--- config.mk ---
export PLATFORM = sky130hd
export DESIGN_NAME = csp_ctrl
export DESIGN_NICKNAME = d
export VERILOG_FILES = /design/src/core/csp_pkg.sv /design/src/core/csp_sync.sv /design/src/core/csp_ctrl.sv
export SDC_FILE = /design/constraint.sdc
export NUM_CORES = 1
export LEC_CHECK = 0
export BUFFER_PORTS_ARGS = -buffer_cell sky130_fd_sc_hd__buf_4
export CAP_MARGIN = 20
export CORE_ASPECT_RATIO = 0.75
export CORE_MARGIN = 2
export CORE_UTILIZATION = 30
export CTS_BUF_LIST = sky130_fd_sc_hd__clkbuf_4 sky130_fd_sc_hd__clkbuf_8
export DETAILED_ROUTE_END_ITERATION = 8
export PLACE_DENSITY = 0.49
export SETUP_SLACK_MARGIN = 0.2
export SKIP_LAST_GASP = 1
export SYNTH_ARGS = -nofsm -noshare
export SYNTH_HDL_FRONTEND = slang
export SYNTH_HIERARCHICAL = 1
export SYNTH_SLANG_ARGS = --single-unit
--- constraint.sdc ---
create_clock -name clk -period 4.8 [get_ports clk]
set_clock_uncertainty 0.2 [all_clocks]
set_input_delay 0.24 -clock clk [delete_from_list [all_inputs] [get_ports clk]]
set_output_delay 0.24 -clock clk [all_outputs]
set_load 0.01 [all_outputs]
--- src/core/csp_pkg.sv ---
// Constants, types and register map of the converter sequencing and protection control.
// Assumes one 125 MHz system clock; all analog sense flags arrive as plain levels.
package csp_pkg;

  // ----------------------------------------
  // Timing
  // ----------------------------------------
  localparam int SYS_CLK_HZ = 125_000_000;
  localparam int SW_CLK_HZ  = 1_500_000;
  // One switching cycle rounded down to whole system cycles
  localparam int TICK_CYC   = SYS_CLK_HZ / SW_CLK_HZ;
  localparam int OCP_COUNT  = 64;
  localparam int TICK_W     = 7;
  localparam int OCP_W      = 7;
  localparam int STEP_W     = 16;

  // ----------------------------------------
  // Register map
  // ----------------------------------------
  localparam logic [7:0]  ADDR_CTRL     = 8'h00;
  localparam logic [7:0]  ADDR_STATUS   = 8'h04;
  localparam logic [7:0]  ADDR_MASK     = 8'h08;
  localparam logic [7:0]  ADDR_STATE    = 8'h0c;
  localparam logic [0:0]  CTRL_RST      = 1'h0;
  localparam int          CTRL_HOLD_BIT = 0;
  localparam int          EV_OCP        = 0;
  localparam int          EV_RAIL       = 1;
  localparam int          EV_TSD        = 2;
  localparam int          EV_UVLO       = 3;
  localparam int          EV_CH7OCP     = 4;
  localparam int          EV_OVP        = 5;
  localparam int          EV_W          = 6;
  localparam logic [5:0]  EV_RST        = 6'h00;
  localparam logic [1:0]  RESP_OKAY     = 2'h0;
  localparam logic [1:0]  RESP_SLVERR   = 2'h2;

  // ----------------------------------------
  // Sequencing
  // ----------------------------------------
  localparam logic [2:0]  MAIN_STEPS = 3'h4;
  localparam logic [1:0]  CCD_STEPS  = 2'h2;

  typedef enum logic [1:0] {
    ST_OFF  = 2'b00,
    ST_RUN  = 2'b01,
    ST_DOWN = 2'b11,
    ST_TRIP = 2'b10
  } csp_state_e;

  typedef struct packed {
    logic sleepReleaseN;
    logic afeChannelEnable;
    logic ccdPairEnable;
    logic backlightEnable;
    logic ccdSlopeSelect;
    logic pfmRequest;
  } csp_pins_s;

  typedef struct packed {
    logic       batteryPresent;
    logic       batteryBelowDetect;
    logic       batteryAboveRelease;
    logic       thermalOver;
    logic       ch8Low70;
    logic       ldoLow80;
    logic       ch7OcpOver;
    logic [5:0] ocpOver;
    logic [5:0] outLow80;
    logic [7:0] ovpOver;
  } csp_sense_s;

  typedef struct packed {
    logic       ldoEnable;
    logic       ch8Pfm;
    logic       ch7LoadSwitchOn;
    logic       ch5UsesCcdSlope;
    logic [7:0] chEnable;
  } csp_rails_s;

endpackage : csp_pkg

--- src/core/csp_sync.sv ---
// Two-stage synchroniser for a bundle of asynchronous levels.
// Assumes the bits are independent levels; no bundle coherence is promised.
`timescale 1ns/10ps
`default_nettype none
module csp_sync #(
  parameter int W = 1
) (
  input  wire logic         clk,
  input  wire logic         arst_n,
  input  wire logic [W-1:0] d,
  output var  logic [W-1:0] q
);

  logic [W-1:0] meta_reg;

  always_ff @(posedge clk or negedge arst_n) begin
    if (!arst_n) begin
      meta_reg <= '0;
      q        <= '0;
    end else begin
      meta_reg <= d;
      q        <= meta_reg;
    end
  end

endmodule : csp_sync
`default_nettype wire

--- src/core/csp_ctrl.sv ---
// Power-up/down sequencing and protection reactions of the eight-channel converter.
// Assumes pins and analog comparators are asynchronous; an AXI4-Lite master on clk.
//
// The implementer's own choices: register access over AXI4-Lite and the register offsets.
`timescale 1ns/10ps
`default_nettype none
// Notes on behaviour
// - Sleep-release low keeps all rails off; high runs ch1-3, LDO and ch8, enables gate ch4-7.
// - Sleep-release falling turns everything off through the ordered power-down.
// - Ch1-4 use the main slope; ch5 uses the CCD slope only when the slope select is high.
// - Undervoltage while released shuts all down at once and releases with hysteresis.
// - Ch1-6 overcurrent with low output for 64 switching cycles latches everything off.
// - An overcurrent latch clears on sleep, AFE or CCD enable rising, or battery reapplied.
// - Ch7 overcurrent turns only ch7 off and recovers by itself.
// - Ch8 below 70 percent or the LDO below 80 percent latches everything off.
// - That rail latch clears on sleep or AFE enable rising, or battery reapplied.
// - Overvoltage turns off that channel only, recovering when feedback drops.
// - Ch7 overvoltage turns its switch off and its load switch on.
// - Overtemperature shuts all down until a sleep, AFE or CCD enable rise or battery reapplied.
module csp_ctrl #(
  parameter int         MAIN_STEP_CYC = 1000,
  parameter int         CCD_STEP_CYC  = 1000,
  parameter logic [2:0] REF_SLOT      = 3'h1,
  parameter logic [2:0] CH1_SLOT      = 3'h2,
  parameter logic [2:0] CH2_SLOT      = 3'h3,
  parameter logic [2:0] CH3_SLOT      = 3'h4,
  parameter logic [1:0] CH5_SLOT      = 2'h1,
  parameter logic [1:0] CH6_SLOT      = 2'h2
) (
  input  wire logic                clk,
  input  wire logic                arst_n,
  input  wire csp_pkg::csp_pins_s  pins,
  input  wire csp_pkg::csp_sense_s sense,
  output var  csp_pkg::csp_rails_s rails,
  output var  logic                irq,
  input  wire logic                s_axi_awvalid,
  output var  logic                s_axi_awready,
  input  wire logic [7:0]          s_axi_awaddr,
  input  wire logic                s_axi_wvalid,
  output var  logic                s_axi_wready,
  input  wire logic [31:0]         s_axi_wdata,
  input  wire logic [3:0]          s_axi_wstrb,
  output var  logic                s_axi_bvalid,
  input  wire logic                s_axi_bready,
  output var  logic [1:0]          s_axi_bresp,
  input  wire logic                s_axi_arvalid,
  output var  logic                s_axi_arready,
  input  wire logic [7:0]          s_axi_araddr,
  output var  logic                s_axi_rvalid,
  input  wire logic                s_axi_rready,
  output var  logic [31:0]         s_axi_rdata,
  output var  logic [1:0]          s_axi_rresp
);

  // ----------------------------------------
  // Input synchronisation
  // ----------------------------------------
  csp_pkg::csp_pins_s  pinS;
  csp_pkg::csp_sense_s senseS;
  csp_pkg::csp_pins_s  pinQ_reg;
  logic                batQ_reg;

  csp_sync #(.W($bits(csp_pkg::csp_pins_s))) u_pin_sync (
    .clk(clk), .arst_n(arst_n), .d(pins), .q(pinS));
  csp_sync #(.W($bits(csp_pkg::csp_sense_s))) u_sense_sync (
    .clk(clk), .arst_n(arst_n), .d(sense), .q(senseS));

  always_ff @(posedge clk or negedge arst_n) begin
    if (!arst_n) begin
      pinQ_reg <= '0;
      batQ_reg <= 1'b0;
    end else begin
      pinQ_reg <= pinS;
      batQ_reg <= senseS.batteryPresent;
    end
  end

  logic sleepRise, afeRise, ccdRise, batRise;
  assign sleepRise = pinS.sleepReleaseN & ~pinQ_reg.sleepReleaseN;
  assign afeRise   = pinS.afeChannelEnable & ~pinQ_reg.afeChannelEnable;
  assign ccdRise   = pinS.ccdPairEnable & ~pinQ_reg.ccdPairEnable;
  assign batRise   = senseS.batteryPresent & ~batQ_reg;

  // ----------------------------------------
  // Registers and state
  // ----------------------------------------
  csp_pkg::csp_state_e     state_reg;
  logic [2:0]              mainStage_reg;
  logic [1:0]              ccdStage_reg;
  logic [csp_pkg::STEP_W-1:0] mainCnt_reg, ccdCnt_reg;
  logic                    ctrlHold_reg;
  logic [csp_pkg::EV_W-1:0] status_reg, mask_reg;
  logic                    uvlo_reg, ocpLatch_reg, railLatch_reg, tsdLatch_reg;
  logic                    running, abrupt, anyLatch, mainFull;

  assign running  = (state_reg == csp_pkg::ST_RUN);
  assign anyLatch = ocpLatch_reg | railLatch_reg | tsdLatch_reg;
  assign abrupt   = anyLatch | uvlo_reg;
  assign mainFull = (mainStage_reg == csp_pkg::MAIN_STEPS);

  // ----------------------------------------
  // Switching-cycle tick and overcurrent qualifiers
  // ----------------------------------------
  logic [csp_pkg::TICK_W-1:0] tick_reg;
  logic                       tick;
  logic [5:0]                 ocpConfirm;
  assign tick = (tick_reg == csp_pkg::TICK_W'(csp_pkg::TICK_CYC - 1));

  always_ff @(posedge clk or negedge arst_n) begin
    if (!arst_n) tick_reg <= '0;
    else tick_reg <= tick ? '0 : tick_reg + 1'b1;
  end

  for (genvar i = 0; i < 6; i++) begin : g_ocp
    logic [csp_pkg::OCP_W-1:0] cnt_reg;
    logic                      cond;
    assign cond = senseS.ocpOver[i] & senseS.outLow80[i] & rails.chEnable[i];
    // A single good cycle restarts the count, so only a sustained fault trips
    assign ocpConfirm[i] = cond & tick & (cnt_reg == csp_pkg::OCP_W'(csp_pkg::OCP_COUNT - 1));
    always_ff @(posedge clk or negedge arst_n) begin
      if (!arst_n) cnt_reg <= '0;
      else if (!cond) cnt_reg <= '0;
      else if (tick && !ocpConfirm[i]) cnt_reg <= cnt_reg + 1'b1;
    end

  end

  // ----------------------------------------
  // Fault latches
  // ----------------------------------------
  logic ocpSet, railSet, tsdSet, uvloSet;
  assign ocpSet  = |ocpConfirm;
  assign railSet = (senseS.ch8Low70 & rails.chEnable[7]) | (senseS.ldoLow80 & rails.ldoEnable);
  assign tsdSet  = senseS.thermalOver & pinS.sleepReleaseN;
  assign uvloSet = pinS.sleepReleaseN & senseS.batteryBelowDetect;

  always_ff @(posedge clk or negedge arst_n) begin
    if (!arst_n) begin
      ocpLatch_reg  <= 1'b0;
      railLatch_reg <= 1'b0;
      tsdLatch_reg  <= 1'b0;
      uvlo_reg      <= 1'b0;
    end else begin
      // A new detection in the clearing cycle keeps the latch set
      if (ocpSet) ocpLatch_reg <= 1'b1;
      else if (sleepRise | afeRise | ccdRise | batRise) ocpLatch_reg <= 1'b0;
      if (railSet) railLatch_reg <= 1'b1;
      else if (sleepRise | afeRise | batRise) railLatch_reg <= 1'b0;
      if (tsdSet) tsdLatch_reg <= 1'b1;
      else if (sleepRise | afeRise | ccdRise | batRise) tsdLatch_reg <= 1'b0;
      // Detect and release levels differ, giving the hysteresis band
      if (uvloSet) uvlo_reg <= 1'b1;
      else if (senseS.batteryAboveRelease) uvlo_reg <= 1'b0;
    end
  end

  // ----------------------------------------
  // Sequencer
  // ----------------------------------------
  always_ff @(posedge clk or negedge arst_n) begin
    if (!arst_n) state_reg <= csp_pkg::ST_OFF;
    else begin
      unique case (state_reg)
        csp_pkg::ST_OFF:
          if (abrupt) state_reg <= csp_pkg::ST_TRIP;
          else if (pinS.sleepReleaseN && !ctrlHold_reg) state_reg <= csp_pkg::ST_RUN;
        csp_pkg::ST_RUN:
          if (abrupt) state_reg <= csp_pkg::ST_TRIP;
          else if (!pinS.sleepReleaseN || ctrlHold_reg) state_reg <= csp_pkg::ST_DOWN;
        csp_pkg::ST_DOWN:
          if (abrupt) state_reg <= csp_pkg::ST_TRIP;
          else if (mainStage_reg == '0 && ccdStage_reg == '0) state_reg <= csp_pkg::ST_OFF;
        csp_pkg::ST_TRIP:
          if (!abrupt) state_reg <= csp_pkg::ST_OFF;
      endcase
    end
  end

  // Ramp targets; PFM leaves only ch8 running, so the main group steps down
  logic [2:0] mainTarget;
  logic [1:0] ccdTarget;
  assign mainTarget = (running && !pinS.pfmRequest) ? csp_pkg::MAIN_STEPS : 3'h0;
  assign ccdTarget  = (running && mainFull && pinS.ccdPairEnable) ? csp_pkg::CCD_STEPS : 2'h0;

  always_ff @(posedge clk or negedge arst_n) begin
    if (!arst_n) begin
      mainStage_reg <= '0;
      mainCnt_reg   <= '0;
    end else if (abrupt) begin
      mainStage_reg <= '0;
      mainCnt_reg   <= '0;
    end else if (mainCnt_reg != '0) begin
      mainCnt_reg <= mainCnt_reg - 1'b1;
    end else if (mainStage_reg != mainTarget) begin
      mainStage_reg <= (mainStage_reg < mainTarget) ? mainStage_reg + 1'b1
                                                    : mainStage_reg - 1'b1;
      mainCnt_reg   <= csp_pkg::STEP_W'(MAIN_STEP_CYC - 1);
    end
  end

  always_ff @(posedge clk or negedge arst_n) begin
    if (!arst_n) begin
      ccdStage_reg <= '0;
      ccdCnt_reg   <= '0;
    end else if (abrupt) begin
      ccdStage_reg <= '0;
      ccdCnt_reg   <= '0;
    end else if (ccdCnt_reg != '0) begin
      ccdCnt_reg <= ccdCnt_reg - 1'b1;
    end else if (ccdStage_reg != ccdTarget) begin
      ccdStage_reg <= (ccdStage_reg < ccdTarget) ? ccdStage_reg + 1'b1
                                                 : ccdStage_reg - 1'b1;
      ccdCnt_reg   <= csp_pkg::STEP_W'(CCD_STEP_CYC - 1);
    end
  end

  // ----------------------------------------
  // Rail outputs
  // ----------------------------------------
  always_ff @(posedge clk or negedge arst_n) begin
    if (!arst_n) rails <= '0;
    else if (abrupt) rails <= '0;
    else begin
      rails.ldoEnable       <= mainStage_reg >= REF_SLOT;
      rails.ch8Pfm          <= running & pinS.pfmRequest;
      rails.ch7LoadSwitchOn <= pinS.sleepReleaseN & senseS.ovpOver[6];
      rails.ch5UsesCcdSlope <= pinS.ccdSlopeSelect;
      rails.chEnable[0] <= (mainStage_reg >= CH1_SLOT) & ~senseS.ovpOver[0];
      rails.chEnable[1] <= (mainStage_reg >= CH2_SLOT) & ~senseS.ovpOver[1];
      rails.chEnable[2] <= (mainStage_reg >= CH3_SLOT) & ~senseS.ovpOver[2];
      rails.chEnable[3] <= running & mainFull & pinS.afeChannelEnable
                           & ~senseS.ovpOver[3];
      rails.chEnable[4] <= (ccdStage_reg >= CH5_SLOT) & ~senseS.ovpOver[4];
      rails.chEnable[5] <= (ccdStage_reg >= CH6_SLOT) & ~senseS.ovpOver[5];
      rails.chEnable[6] <= running & ~pinS.pfmRequest & pinS.backlightEnable
                           & ~senseS.ch7OcpOver & ~senseS.ovpOver[6];
      rails.chEnable[7] <= (running | (mainStage_reg >= REF_SLOT))
                           & ~senseS.ovpOver[7];
    end
  end

  // ----------------------------------------
  // Interrupts
  // ----------------------------------------
  logic [csp_pkg::EV_W-1:0] events, w1c;
  assign events = {|senseS.ovpOver, senseS.ch7OcpOver & running, uvloSet & ~uvlo_reg,
                   tsdSet, railSet, ocpSet};

  always_ff @(posedge clk or negedge arst_n) begin
    if (!arst_n) begin
      status_reg <= csp_pkg::EV_RST;
      irq        <= 1'b0;
    end else begin
      status_reg <= (status_reg & ~w1c) | events;
      irq        <= |(status_reg & mask_reg);
    end
  end

  // ----------------------------------------
  // AXI4-Lite slave
  // ----------------------------------------
  logic [7:0]  wAddr_reg;
  logic [31:0] wData_reg;
  logic [3:0]  wStrb_reg;
  logic        doWrite;
  assign doWrite = !s_axi_awready && !s_axi_wready && !s_axi_bvalid;
  assign w1c = (doWrite && wAddr_reg == csp_pkg::ADDR_STATUS && wStrb_reg[0])
               ? wData_reg[csp_pkg::EV_W-1:0] : '0;

  always_ff @(posedge clk or negedge arst_n) begin
    if (!arst_n) begin
      s_axi_awready <= 1'b1;
      s_axi_wready  <= 1'b1;
      s_axi_bvalid  <= 1'b0;
      s_axi_bresp   <= csp_pkg::RESP_OKAY;
      wAddr_reg     <= '0;
      wData_reg     <= '0;
      wStrb_reg     <= '0;
    end else begin
      if (s_axi_awvalid && s_axi_awready) begin
        s_axi_awready <= 1'b0;
        wAddr_reg     <= s_axi_awaddr;
      end
      if (s_axi_wvalid && s_axi_wready) begin
        s_axi_wready <= 1'b0;
        wData_reg    <= s_axi_wdata;
        wStrb_reg    <= s_axi_wstrb;
      end
      if (doWrite) begin
        s_axi_bvalid <= 1'b1;
        s_axi_bresp  <= (wAddr_reg[7:4] == 4'h0 && wAddr_reg[1:0] == 2'h0
                         && wAddr_reg != csp_pkg::ADDR_STATE)
                        ? csp_pkg::RESP_OKAY : csp_pkg::RESP_SLVERR;
      end
      if (s_axi_bvalid && s_axi_bready) begin
        s_axi_bvalid  <= 1'b0;
        s_axi_awready <= 1'b1;
        s_axi_wready  <= 1'b1;
      end
    end
  end

  always_ff @(posedge clk or negedge arst_n) begin
    if (!arst_n) begin
      ctrlHold_reg <= csp_pkg::CTRL_RST;
      mask_reg     <= csp_pkg::EV_RST;
    end else if (doWrite && wStrb_reg[0]) begin
      if (wAddr_reg == csp_pkg::ADDR_CTRL) ctrlHold_reg <= wData_reg[csp_pkg::CTRL_HOLD_BIT];
      if (wAddr_reg == csp_pkg::ADDR_MASK) mask_reg <= wData_reg[csp_pkg::EV_W-1:0];
    end
  end

  always_ff @(posedge clk or negedge arst_n) begin
    if (!arst_n) begin
      s_axi_arready <= 1'b1;
      s_axi_rvalid  <= 1'b0;
      s_axi_rdata   <= '0;
      s_axi_rresp   <= csp_pkg::RESP_OKAY;
    end else if (s_axi_arvalid && s_axi_arready) begin
      s_axi_arready <= 1'b0;
      s_axi_rvalid  <= 1'b1;
      s_axi_rresp   <= csp_pkg::RESP_OKAY;
      unique case (s_axi_araddr)
        csp_pkg::ADDR_CTRL:   s_axi_rdata <= {31'h0, ctrlHold_reg};
        csp_pkg::ADDR_STATUS: s_axi_rdata <= {26'h0, status_reg};
        csp_pkg::ADDR_MASK:   s_axi_rdata <= {26'h0, mask_reg};
        csp_pkg::ADDR_STATE:  s_axi_rdata <= {7'h0, tsdLatch_reg, railLatch_reg, ocpLatch_reg,
                                              uvlo_reg, state_reg, ccdStage_reg, mainStage_reg,
                                              5'h0, rails.ldoEnable, rails.chEnable};
        default: begin
          s_axi_rdata <= '0;
          s_axi_rresp <= csp_pkg::RESP_SLVERR;
        end
      endcase
    end else if (s_axi_rvalid && s_axi_rready) begin
      s_axi_rvalid  <= 1'b0;
      s_axi_arready <= 1'b1;
    end
  end
endmodule : csp_ctrl
`default_nettype wire

Word-level counts from Yosys, hierarchy flattened --
Cells that the tools add are included.
Word-level totals: bits in registers 244, input port bits 92, output and inout port bits 54, word-level logic and storage cells 298
Operators by class: add/sub/neg operators 13, magnitude comparators 8, equal/unequal tests 31, multiplexer cells 59, bitwise gates (word level) 77, reduce and logical (&&, ||, !) cells 66
Operators by type and width (number):
- $pmux W25 S4 | 1
- $mux W16 | 6
- $mux W7 | 13
- $add A7 B1 Y7 const B | 7
- $and A1 B1 Y1 | 49
- $eq A7 B6 Y1 const B | 6
- $reduce_bool A16 Y1 | 2
- $sub A16 B1 Y16 const B | 2
- $mux W2 | 14
- $eq A8 B4 Y1 const B | 3
- $logic_and A1 B1 Y1 | 23
- $reduce_bool A2 Y1 | 10
- $mux W1 | 17
- $eq A8 B3 Y1 const B | 2
- $logic_not A8 Y1 | 2
- $mux W3 | 5
- $not A1 Y1 | 15
- $and A6 B6 Y6 | 2
- $logic_not A1 Y1 | 12
- $mux W12 | 1
- $ne A2 B1 Y1 const B | 6
- $reduce_or A6 Y1 | 2
- $or A1 B1 Y1 | 9
- $ne A8 B4 Y1 const B | 1
- 33 further kinds | 44

Longest topological paths before layout --
Gate-level depths: netlist of the first run.
depth after elaboration 9, mapped depth 9

Cells and area by module --
The synthesis of the first run kept the hierarchy.
By module, submodules not included:
- csp_ctrl | instances 1, cells an instance 706, area an instance 7574.8 sq um, sequential area each 4107.7 sq um
- csp_sync at u_sense_sync | instances 1, cells an instance 54, area an instance 1351.3 sq um, sequential area each 1351.3 sq um
- csp_sync at u_pin_sync | instances 1, cells an instance 12, area an instance 300.3 sq um, sequential area each 300.3 sq um

Least setup slack after synthesis of the first run --
No wires, ideal clock.
kind flip-flop to flip-flop, from register ccdCnt_reg[0] (netlist name), to register ccdStage_reg[1], data arrival time 1981 ps, setup slack 2485 ps, cell stages (with the launch flop) 9, buffers on the path 1, clock period less this slack 2315 ps, path through dfrtp_1 > inv_1 > ha_1 > nor3b_2 > nand3_2 > or4_4 > buf_6 > o211ai_1 > o41ai_2
Between the ends: cells in the longest elaborated chain, start to end 3
RTL lines:
- start: declaration | line csp_ctrl.sv:90 | logic [csp_pkg::STEP_W-1:0] mainCnt_reg, ccdCnt_reg;
- start signal: assignment | line csp_ctrl.sv:209 | ccdCnt_reg <= ccdCnt_reg - 1'b1;
- start signal: assignment | line csp_ctrl.sv:213 | ccdCnt_reg <= csp_pkg::STEP_W'(CCD_STEP_CYC - 1);
- $reduce_bool A16 Y1 | line csp_ctrl.sv:208 | end else if (ccdCnt_reg != '0) begin
- $ne A2 B2 Y1 (no source line)
- $reduce_and A2 Y1 (no source line)
- end signal: assignment | line csp_ctrl.sv:211 | ccdStage_reg <= (ccdStage_reg < ccdTarget) ? ccdStage_reg + 1'b1
- end: declaration | line csp_ctrl.sv:89 | logic [1:0] ccdStage_reg;
No other way between the ends. A chain may end at the register's enable or synchronous reset.

Worst setup path after layout of the first run --
from register tick_reg[0] (netlist name), to register g_ocp[1].cnt_reg[5] (netlist name)
Between the ends: cells in the longest elaborated chain, start to end 6
RTL lines:
- start: declaration | line csp_ctrl.sv:104 | logic [csp_pkg::TICK_W-1:0] tick_reg;
- start signal: assignment | line csp_ctrl.sv:111 | else tick_reg <= tick ? '0 : tick_reg + 1'b1;
- $eq A7 B7 Y1 * | line csp_ctrl.sv:107 | assign tick = (tick_reg == csp_pkg::TICK_W'(csp_pkg::TICK_CYC - 1));
- $and A1 B1 Y1 (2 in series) | line csp_ctrl.sv:119 | assign ocpConfirm[i] = cond & tick & (cnt_reg == csp_pkg::OCP_W'(csp_pkg::OCP_COUNT - 1));
- $logic_not A1 Y1 | line csp_ctrl.sv:123 | else if (tick && !ocpConfirm[i]) cnt_reg <= cnt_reg + 1'b1;
- $logic_and A1 B1 Y1 * | line csp_ctrl.sv:123
- $ne A2 B1 Y1 (no source line) *
- end signal: assignment | line csp_ctrl.sv:123
- end: declaration | line csp_ctrl.sv:115 | logic [csp_pkg::OCP_W-1:0] cnt_reg;
Every way passes the cells marked *; elsewhere a longest branch is shown, timed or not.

==> flow_metrics.py, run 1 <==
metrics = {
    "run_status": {
        "status": "complete, no violations",
    },
    "timing": {
        "tightest_slew_ns": 0.9647,
        "min_period_over_period_pct": 56.36,
        "finalSetupTns_ns": 0,
        "fmax_ghz": 0.3696,
        "slew_viol_final": 0,
        "rsz0062_at_grt": "false",
        "hold_violations": 0,
        "period_needed_ns": 2.705,
        "setup_viol": 0,
        "maxSlewHeadroom_pct": 35.33,
    },
    "logic_synthesis": {
        "ys.flop_type": "dfrtp_1",
        "ys_seq_area_share_pct": 62.42,
        "syn-cell-area_um2": 9226,
        "synth.distinct_cells": 60,
        "avgSynthCellArea_um2": 11.95,
        "netlist_instances": 772,
        "ys_warn_count": 6,
        "synth-seq-cells": 230,
        "synth-edff-count": 0,
        "async_flop_share_pct": 100.0,
    },
    "cells_and_area": {
        "syn_to_final_growth_pct": 28.99,
        "n_antenna_cell": 0,
        "postLayoutCoreUtil_pct": 39.40,
        "largest_reg_flops": 42,
        "stdcell_count": 1397,
        "drive_gt1_share_pct": 22.24,
        "layout_commonest_cell": "dfrtp_1",
        "final_cell_mix": "227 x dfrtp_1, 107 x buf_4, 69 x nor2_1, 62 x dlygate4sd3_1, 59 x nand2_1",
        "fin_nets": 1081,
    },
    "cts": {
        "cts_setup_buffers": 0,
        "clk_latency_ns": 0.55,
        "cts_max_path_buffers": 3,
        "cts.htree.levels": 2,
        "cts_tree": "yes",
        "cts.repair.resized": 0,
        "numClockSinks": 230,
        "holdBufCountCts": 62,
        "cts_root_buffer": "clkbuf_8",
        "cts.clk_slew.worst_paths_ns": 0.06,
        "cts_buffers": 39,
    },
    "grt": {
        "grt_pass1_vias": 6300,
        "grt_start_max_net_pins": 109,
        "antenna_found_initial": 0,
        "gr-total-overflow": 0,
        "grt_use_total_pct": 13.88,
        "grt_pass1_wl_mm": 34.85,
    },
    "pwr": {
        "power_frac_comb_pct": 19.8,
        "seqPwrFrac_pct": 45.3,
        "power_report.internal_total_uw": 3768,
        "sw_frac_of_total_pct": 29.22,
        "p_leak_uw": 0.005313,
        "switching_power_uw": 1555,
        "p_per_area_nw_per_um2": 447.3,
        "ir_worst_vdd_v": 0.0002113,
        "p_clk_share_pct": 34.9,
    },
    "die": {
        "die_width_um": 206.5,
        "io_pins": 146,
        "row_count": 55,
        "dieArea_um2": 32190,
        "fp.coreArea_um2": 30210,
        "die_y_um": 155.9,
        "initial_core_util_pct": 30.54,
    },
    "worst_setup_path": {
        "path_cells": "inv_1 > ha_1 > nand4b_1 > or3_1 > buf_4 > o21a_1 > or4_1 > a21oi_1",
        "arrival_ns": 2.95,
        "cp_slowest_stage_delay_ns": 0.49,
        "endpoint_kind": "flip-flop",
        "slowest_stage": "or4_1",
        "start_kind": "flip-flop",
        "critPathRequiredTime_ns": 5.05,
        "crit_type": "reg -> reg",
        "critPathMaxFanout": 25,
    },
    "detailed_routing": {
        "wl_per_cell_um": 15.45,
        "drc": 0,
        "drt-pass1-iter-count": 4,
        "via_per_inst": 4.549,
        "drtIter0Drc": 292,
        "vias": 6355,
        "ant_nets": 0,
        "drt-total-wl_mm": 21.58,
    },
    "job": {
        "drv_cap": 0,
    },
    "placement": {
        "routabilityCongestion": 0.7416,
        "place_inst": 1265,
        "portBuffers": 102,
        "dp_hpwl_mm": 14.42,
    },
    "worst_hold_path": {
        "min_path_type": "in -> reg",
    },
}
==> Yosys cell counts (all sizes together), types with 2 or more instances <==
cell type,number,area [um^2]
a22oi,9,67.56
a22o,19,166.4
nand4,3,18.77
buf,19,133.9
and3,9,56.30
a211oi,8,60.06
inv,25,93.84
a21oi,27,135.1
mux2i,2,20.02
nor4,15,115.1
or4,10,82.58
o21ai,30,153.9
nor3,33,175.2
o311a,5,50.05
o31ai,7,52.55
nand2b,2,12.51
dfstp,3,78.83
dfrtp,227,5680
o21a,4,30.03
clkbuf,8,30.03
xor2,9,78.83
nor3b,6,50.05
o41ai,3,33.79
mux2,27,304.0
nor2b,5,31.28
nand3,31,160.1
xnor2,37,324.1
ha,20,250.2
a21o,5,37.54
nor2,69,259.0
or3b,2,17.52
nand2,59,221.5
o211ai,4,30.03
a31oi,4,25.02
or3,14,87.58
or4b,2,23.77
==> critical path: cells and delay by family, from the launching register on <==
family,cells,cell delay (ns)
DFF,1,0.42
buffers and inverters,2,0.34
and+or+nand+nor,3,1.04
AOI/OAI and AO/OA,2,0.46
adders and majority gates,1,0.15
==> stage by stage <==
| step | worst slack (ns) | hold slack [ns] | instance area (um^2) | total power [uW] |
|---|---|---|---|---|
| after floorplan | 2.485 | -0.2556 | 9275 | 3153 |
| after global placement | 2.115 | 0.1323 | 10450 | 3444 |
| after detailed placement | 2.115 | 0.1347 | 10450 | 3457 |
| after CTS | 2.078 | 0.01251 | 11900 | 5428 |
| after global routing | 1.913 | 0.04277 | 11900 | 5699 |
| final | 2.095 | 0.05456 | 11900 | 5324 |
==> logic make-up after synthesis <==
group,count (synthesis),share of synthesized area [%]
adder cells (fa/ha/maj),20,2.712
flip-flops,230,62.42
AND/OR/NAND/NOR,264,14.55
XOR/XNOR,46,4.367
other,1,0.04064
buffers and inverters,52,2.794
AO/OA/AOI/OAI,130,9.602
multiplexers,29,3.512
==> final timing paths <==
path | start | endpoint | slack (ns) | cells past startpoint
worst max-delay path | tick_reg[0] | g_ocp[1].cnt_reg[5] | 2.09 | 8
worst min-delay path | s_axi_araddr[2] | s_axi_rdata[5] | 0.05 | 5
worst max register to register | tick_reg[0] | g_ocp[1].cnt_reg[5] | 2.09 | 8
worst min register to register | u_sense_sync/meta_reg[13] | u_sense_sync/q[13] | 0.14 | 0
max in group asynchronous | arst_n | s_axi_arready | 3.11 | 3
min in group asynchronous | arst_n | u_sense_sync/meta_reg[12] | 0.12 | 2
==> layout make-up <==
cell class	count	area, um^2
Timing Repair Buffer	170	1439
Multi-Input combinational cell	503	3278
Inverter	25	93.84
Clock buffer	62	759.5
Tap cell	399	499.2
Sequential cell	230	5759
Fill cell	2943	18310
Clock inverter	8	72.57
==> power by group through the flow <==
| stage | clock network, uW | registers, uW | logic (uW) |
|---|---|---|---|
| after floorplan | 0 | 2390 | 764 |
| after global placement | 0 | 2440 | 1010 |
| after detailed placement | 0 | 2440 | 1020 |
| after CTS | 1950 | 2410 | 1070 |
| after global routing | 2060 | 2450 | 1190 |
| final | 1860 | 2410 | 1050 |
==> routing by layer <==
layer | vias to the layer above | share of wire, % | global-route usage [%]
li1 | 3120 | - | -
met1 | 3091 | 50 | 19.98
met2 | 109 | 45 | 20.32
met3 | 35 | 3.9 | 3.530
met4 | 0 | 1.8 | 4.524
met5 | - | 0 | 0
Power figures use the tool's default switching activity.
==> run 2: changes to the inputs <==
==> constraint.sdc (replaced) <==
create_clock -name clk -period 2.6 [get_ports clk]
set_clock_uncertainty 0.2 [all_clocks]
set_input_delay 0.13 -clock clk [delete_from_list [all_inputs] [get_ports clk]]
set_output_delay 0.13 -clock clk [all_outputs]
set_load 0.01 [all_outputs]
==> run 2 against run 1 <==
Net effect:
- core utilization is 1.5 points higher
- clock-buffer cell count down 2
- power is 90% higher
- via count up 4.0%
- die area unchanged
- final cell count rose by 3.2%
- hold slack worse by 0.024 ns
- non-clock buffer count increased by 47
- largest cell class unchanged
- critical path type unchanged
- wire length rose by 4.8%
- global-route usage grew 0.64 points
- register-to-register slack got worse by 1.8 ns
==> flow_metrics.py, run 2 (synthesis gave the netlist of run 1 again) <==
metrics = {
    "cts": {
        "cts_buffers": 39,
        "cts_max_path_buffers": 3,
        "cts.htree.levels": 2,
        "cts_root_buffer": "clkbuf_8",
        "clk_latency_ns": 0.55,
        "cts_tree": "yes",
        "cts.clk_slew.worst_paths_ns": 0.06,
        "numClockSinks": 230,
    },
    "die": {
        "die_width_um": 206.5,
        "row_count": 55,
        "io_pins": 146,
        "die_y_um": 155.9,
        "dieArea_um2": 32190,
        "fp.coreArea_um2": 30210,
        "initial_core_util_pct": 30.54,
    },
    "grt": {
        "met3_usage_pct": 3.279,
        "gr-total-overflow": 0,
        "busiest_layer": "met2",
        "grt_start_max_net_pins": 74,
        "grt_use_met1_pct": 20.89,
        "grt_pass1_wl_mm": 36.39,
        "grt_pass1_vias": 6756,
        "use_met2_pct": 21.71,
        "grt_use_total_pct": 14.52,
        "antenna_found_initial": 0,
    },
    "worst_setup_path": {
        "start_kind": "flip-flop",
        "crit_family": "simple AND/OR/NAND/NOR gates",
        "crit_type": "reg -> reg",
        "endpoint_kind": "flip-flop",
        "critPathMaxFanout": 5,
        "worstReg2RegStart": "ccdCnt_reg[0]",
        "critPathRequiredTime_ns": 2.88,
        "critical_path_buf_inv_count": 1,
        "cp.depth": 7,
        "arrival_ns": 2.62,
        "path_cells": "inv_1 > ha_4 > nor3b_4 > nand3_2 > or4_4 > or4_1 > o21ai_1",
        "cp_slowest_stage_delay_ns": 0.56,
        "r2r-end": "ccdStage_reg[0]",
        "slowest_stage": "or4_4",
        "reg2regPathDepth": 7,
        "reg2reg_slack_ns": 0.26,
    },
    "detailed_routing": {
        "ant_nets": 0,
        "drtIter0Drc": 297,
        "drc": 0,
        "drt-pass1-iter-count": 4,
        "drt-total-wl_mm": 22.61,
        "via_per_inst": 4.585,
        "vias": 6612,
        "wl_per_cell_um": 15.68,
    },
    "pwr": {
        "power_report.internal_total_uw": 7147,
        "p_leak_uw": 0.005542,
        "ir_worst_vdd_v": 0.0004202,
        "power_frac_comb_pct": 22.5,
        "seqPwrFrac_pct": 44.0,
        "p_per_area_nw_per_um2": 820.1,
        "switching_power_uw": 2984,
        "p_clk_share_pct": 33.5,
        "sw_frac_of_total_pct": 29.45,
    },
    "cells_and_area": {
        "drive_gt1_share_pct": 24.74,
        "syn_to_final_growth_pct": 33.90,
        "register_area_um2": 5761,
        "fill_cells": 2905,
        "n_antenna_cell": 0,
        "largest_reg_flops": 42,
        "fin_nets": 1129,
        "multi_input_area_um2": 3319,
        "final_cell_mix": "226 x dfrtp_1, 135 x buf_4, 78 x dlygate4sd3_1, 69 x nor2_1, 59 x nand2_1",
        "postLayoutCoreUtil_pct": 40.89,
        "layout_commonest_cell": "dfrtp_1",
    },
    "run_status": {
        "status": "complete, no violations",
    },
    "worst_hold_path": {
        "min_path_cells": 5,
        "holdPathEnd": "s_axi_rdata[2]",
        "hp-start": "s_axi_araddr[7]",
        "min_path_type": "in -> reg",
    },
    "timing": {
        "hold_violations": 0,
        "finalSetupTns_ns": 0,
        "setup_viol": 0,
        "rsz0062_at_grt": "true",
        "min_period_over_period_pct": 90.17,
        "fmax_ghz": 0.4266,
        "maxSlewHeadroom_pct": 48.45,
        "setup_ws_ns": 0.2557,
        "period_needed_ns": 2.344,
        "slew_viol_final": 0,
        "tightest_slew_ns": 0.7674,
    },
    "placement": {
        "routabilityCongestion": 0.7658,
        "dp_hpwl_mm": 15.35,
        "portBuffers": 102,
        "post-place-ws_ns": 0.1243,
    },
    "job": {
        "drv_cap": 0,
    },
}
run 2: cell count changes in the layout (fill, tap and decap cells not counted), moves of 2 or more:
cell,delta
buf_12,+3
buf_4,+28
clkbuf_4,-2
dlygate4sd3_1,+16
nor3_1,-2
nor3_2,+2
run 2: how the worst max path moves through the flow:
| stage | startpoint | endpoint | slack (ns) |
|---|---|---|---|
| global placement | tick_reg[0] | g_ocp[4].cnt_reg[5] | 0.16 |
| finish | ccdCnt_reg[0] | ccdStage_reg[0] | 0.26 |
| detailed placement | tick_reg[0] | g_ocp[4].cnt_reg[5] | 0.12 |
| CTS | ccdCnt_reg[0] | ccdStage_reg[0] | 0.16 |
| floorplan | ccdCnt_reg[0] | ccdStage_reg[1] | 0.28 |
| global route | tick_reg[0] | g_ocp[4].cnt_reg[5] | 0.15 |
run 2: layer usage:
layer	part of all wire (%)	routed length, um
met5	0	0
met4	2.1	486
met3	4.1	917
met2	44	10040
met1	49	11180
run 2: layout make-up:
type	instances	area share, %
clock buffers	60	6.026
clock inverters	7	0.5469
inverters	25	0.7596
multi-input cells	504	26.87
flip-flops and latches	230	46.63
well taps	399	4.041
repair buffers	217	15.13
run 2: worst reg2reg max path, stage by stage, from the launching register on:
cell     delay, ns
dfrtp_2       0.42
inv_1         0.10
ha_4          0.15
nor3b_4       0.21
nand3_2       0.14
or4_4         0.56
or4_1         0.41
o21ai_1       0.08
run 2: timing repair:
action | 4_1_cts | 5_1_grt
resized for setup | 1 | 9
pin swaps | 1 | 1
buffers inserted | 2 | 5
endpoints found under the setup margin | 21 | 23
hold buffers | 78 | 0
gates cloned | 0 | 1
hold endpoints to repair | 287 | 0
run 2: per-stage QoR:
| step | area (um^2) | cells | hold WS (ns) | total power [uW] |
|---|---|---|---|---|
| final | 12350 | 1442 | 0.03083 | 10130 |
| after global placement | 10660 | 1289 | -0.01914 | 6470 |
| after CTS | 12270 | 1436 | 0.00002587 | 10110 |
| after detailed placement | 10660 | 1289 | -0.01380 | 6486 |
| after global routing | 12350 | 1442 | 0.004776 | 10760 |
| after floorplan | 9275 | 785 | -0.3656 | 5821 |
run 2: power groups by stage:
stage               Clock [uW]  Sequential (uW)  Combinational, uW
floorplan                    0             4410               1410
global placement             0             4510               1960
detailed placement           0             4510               1980
CTS                       3520             4450               2140
global route              3690             4530               2550
finish                    3400             4460               2280
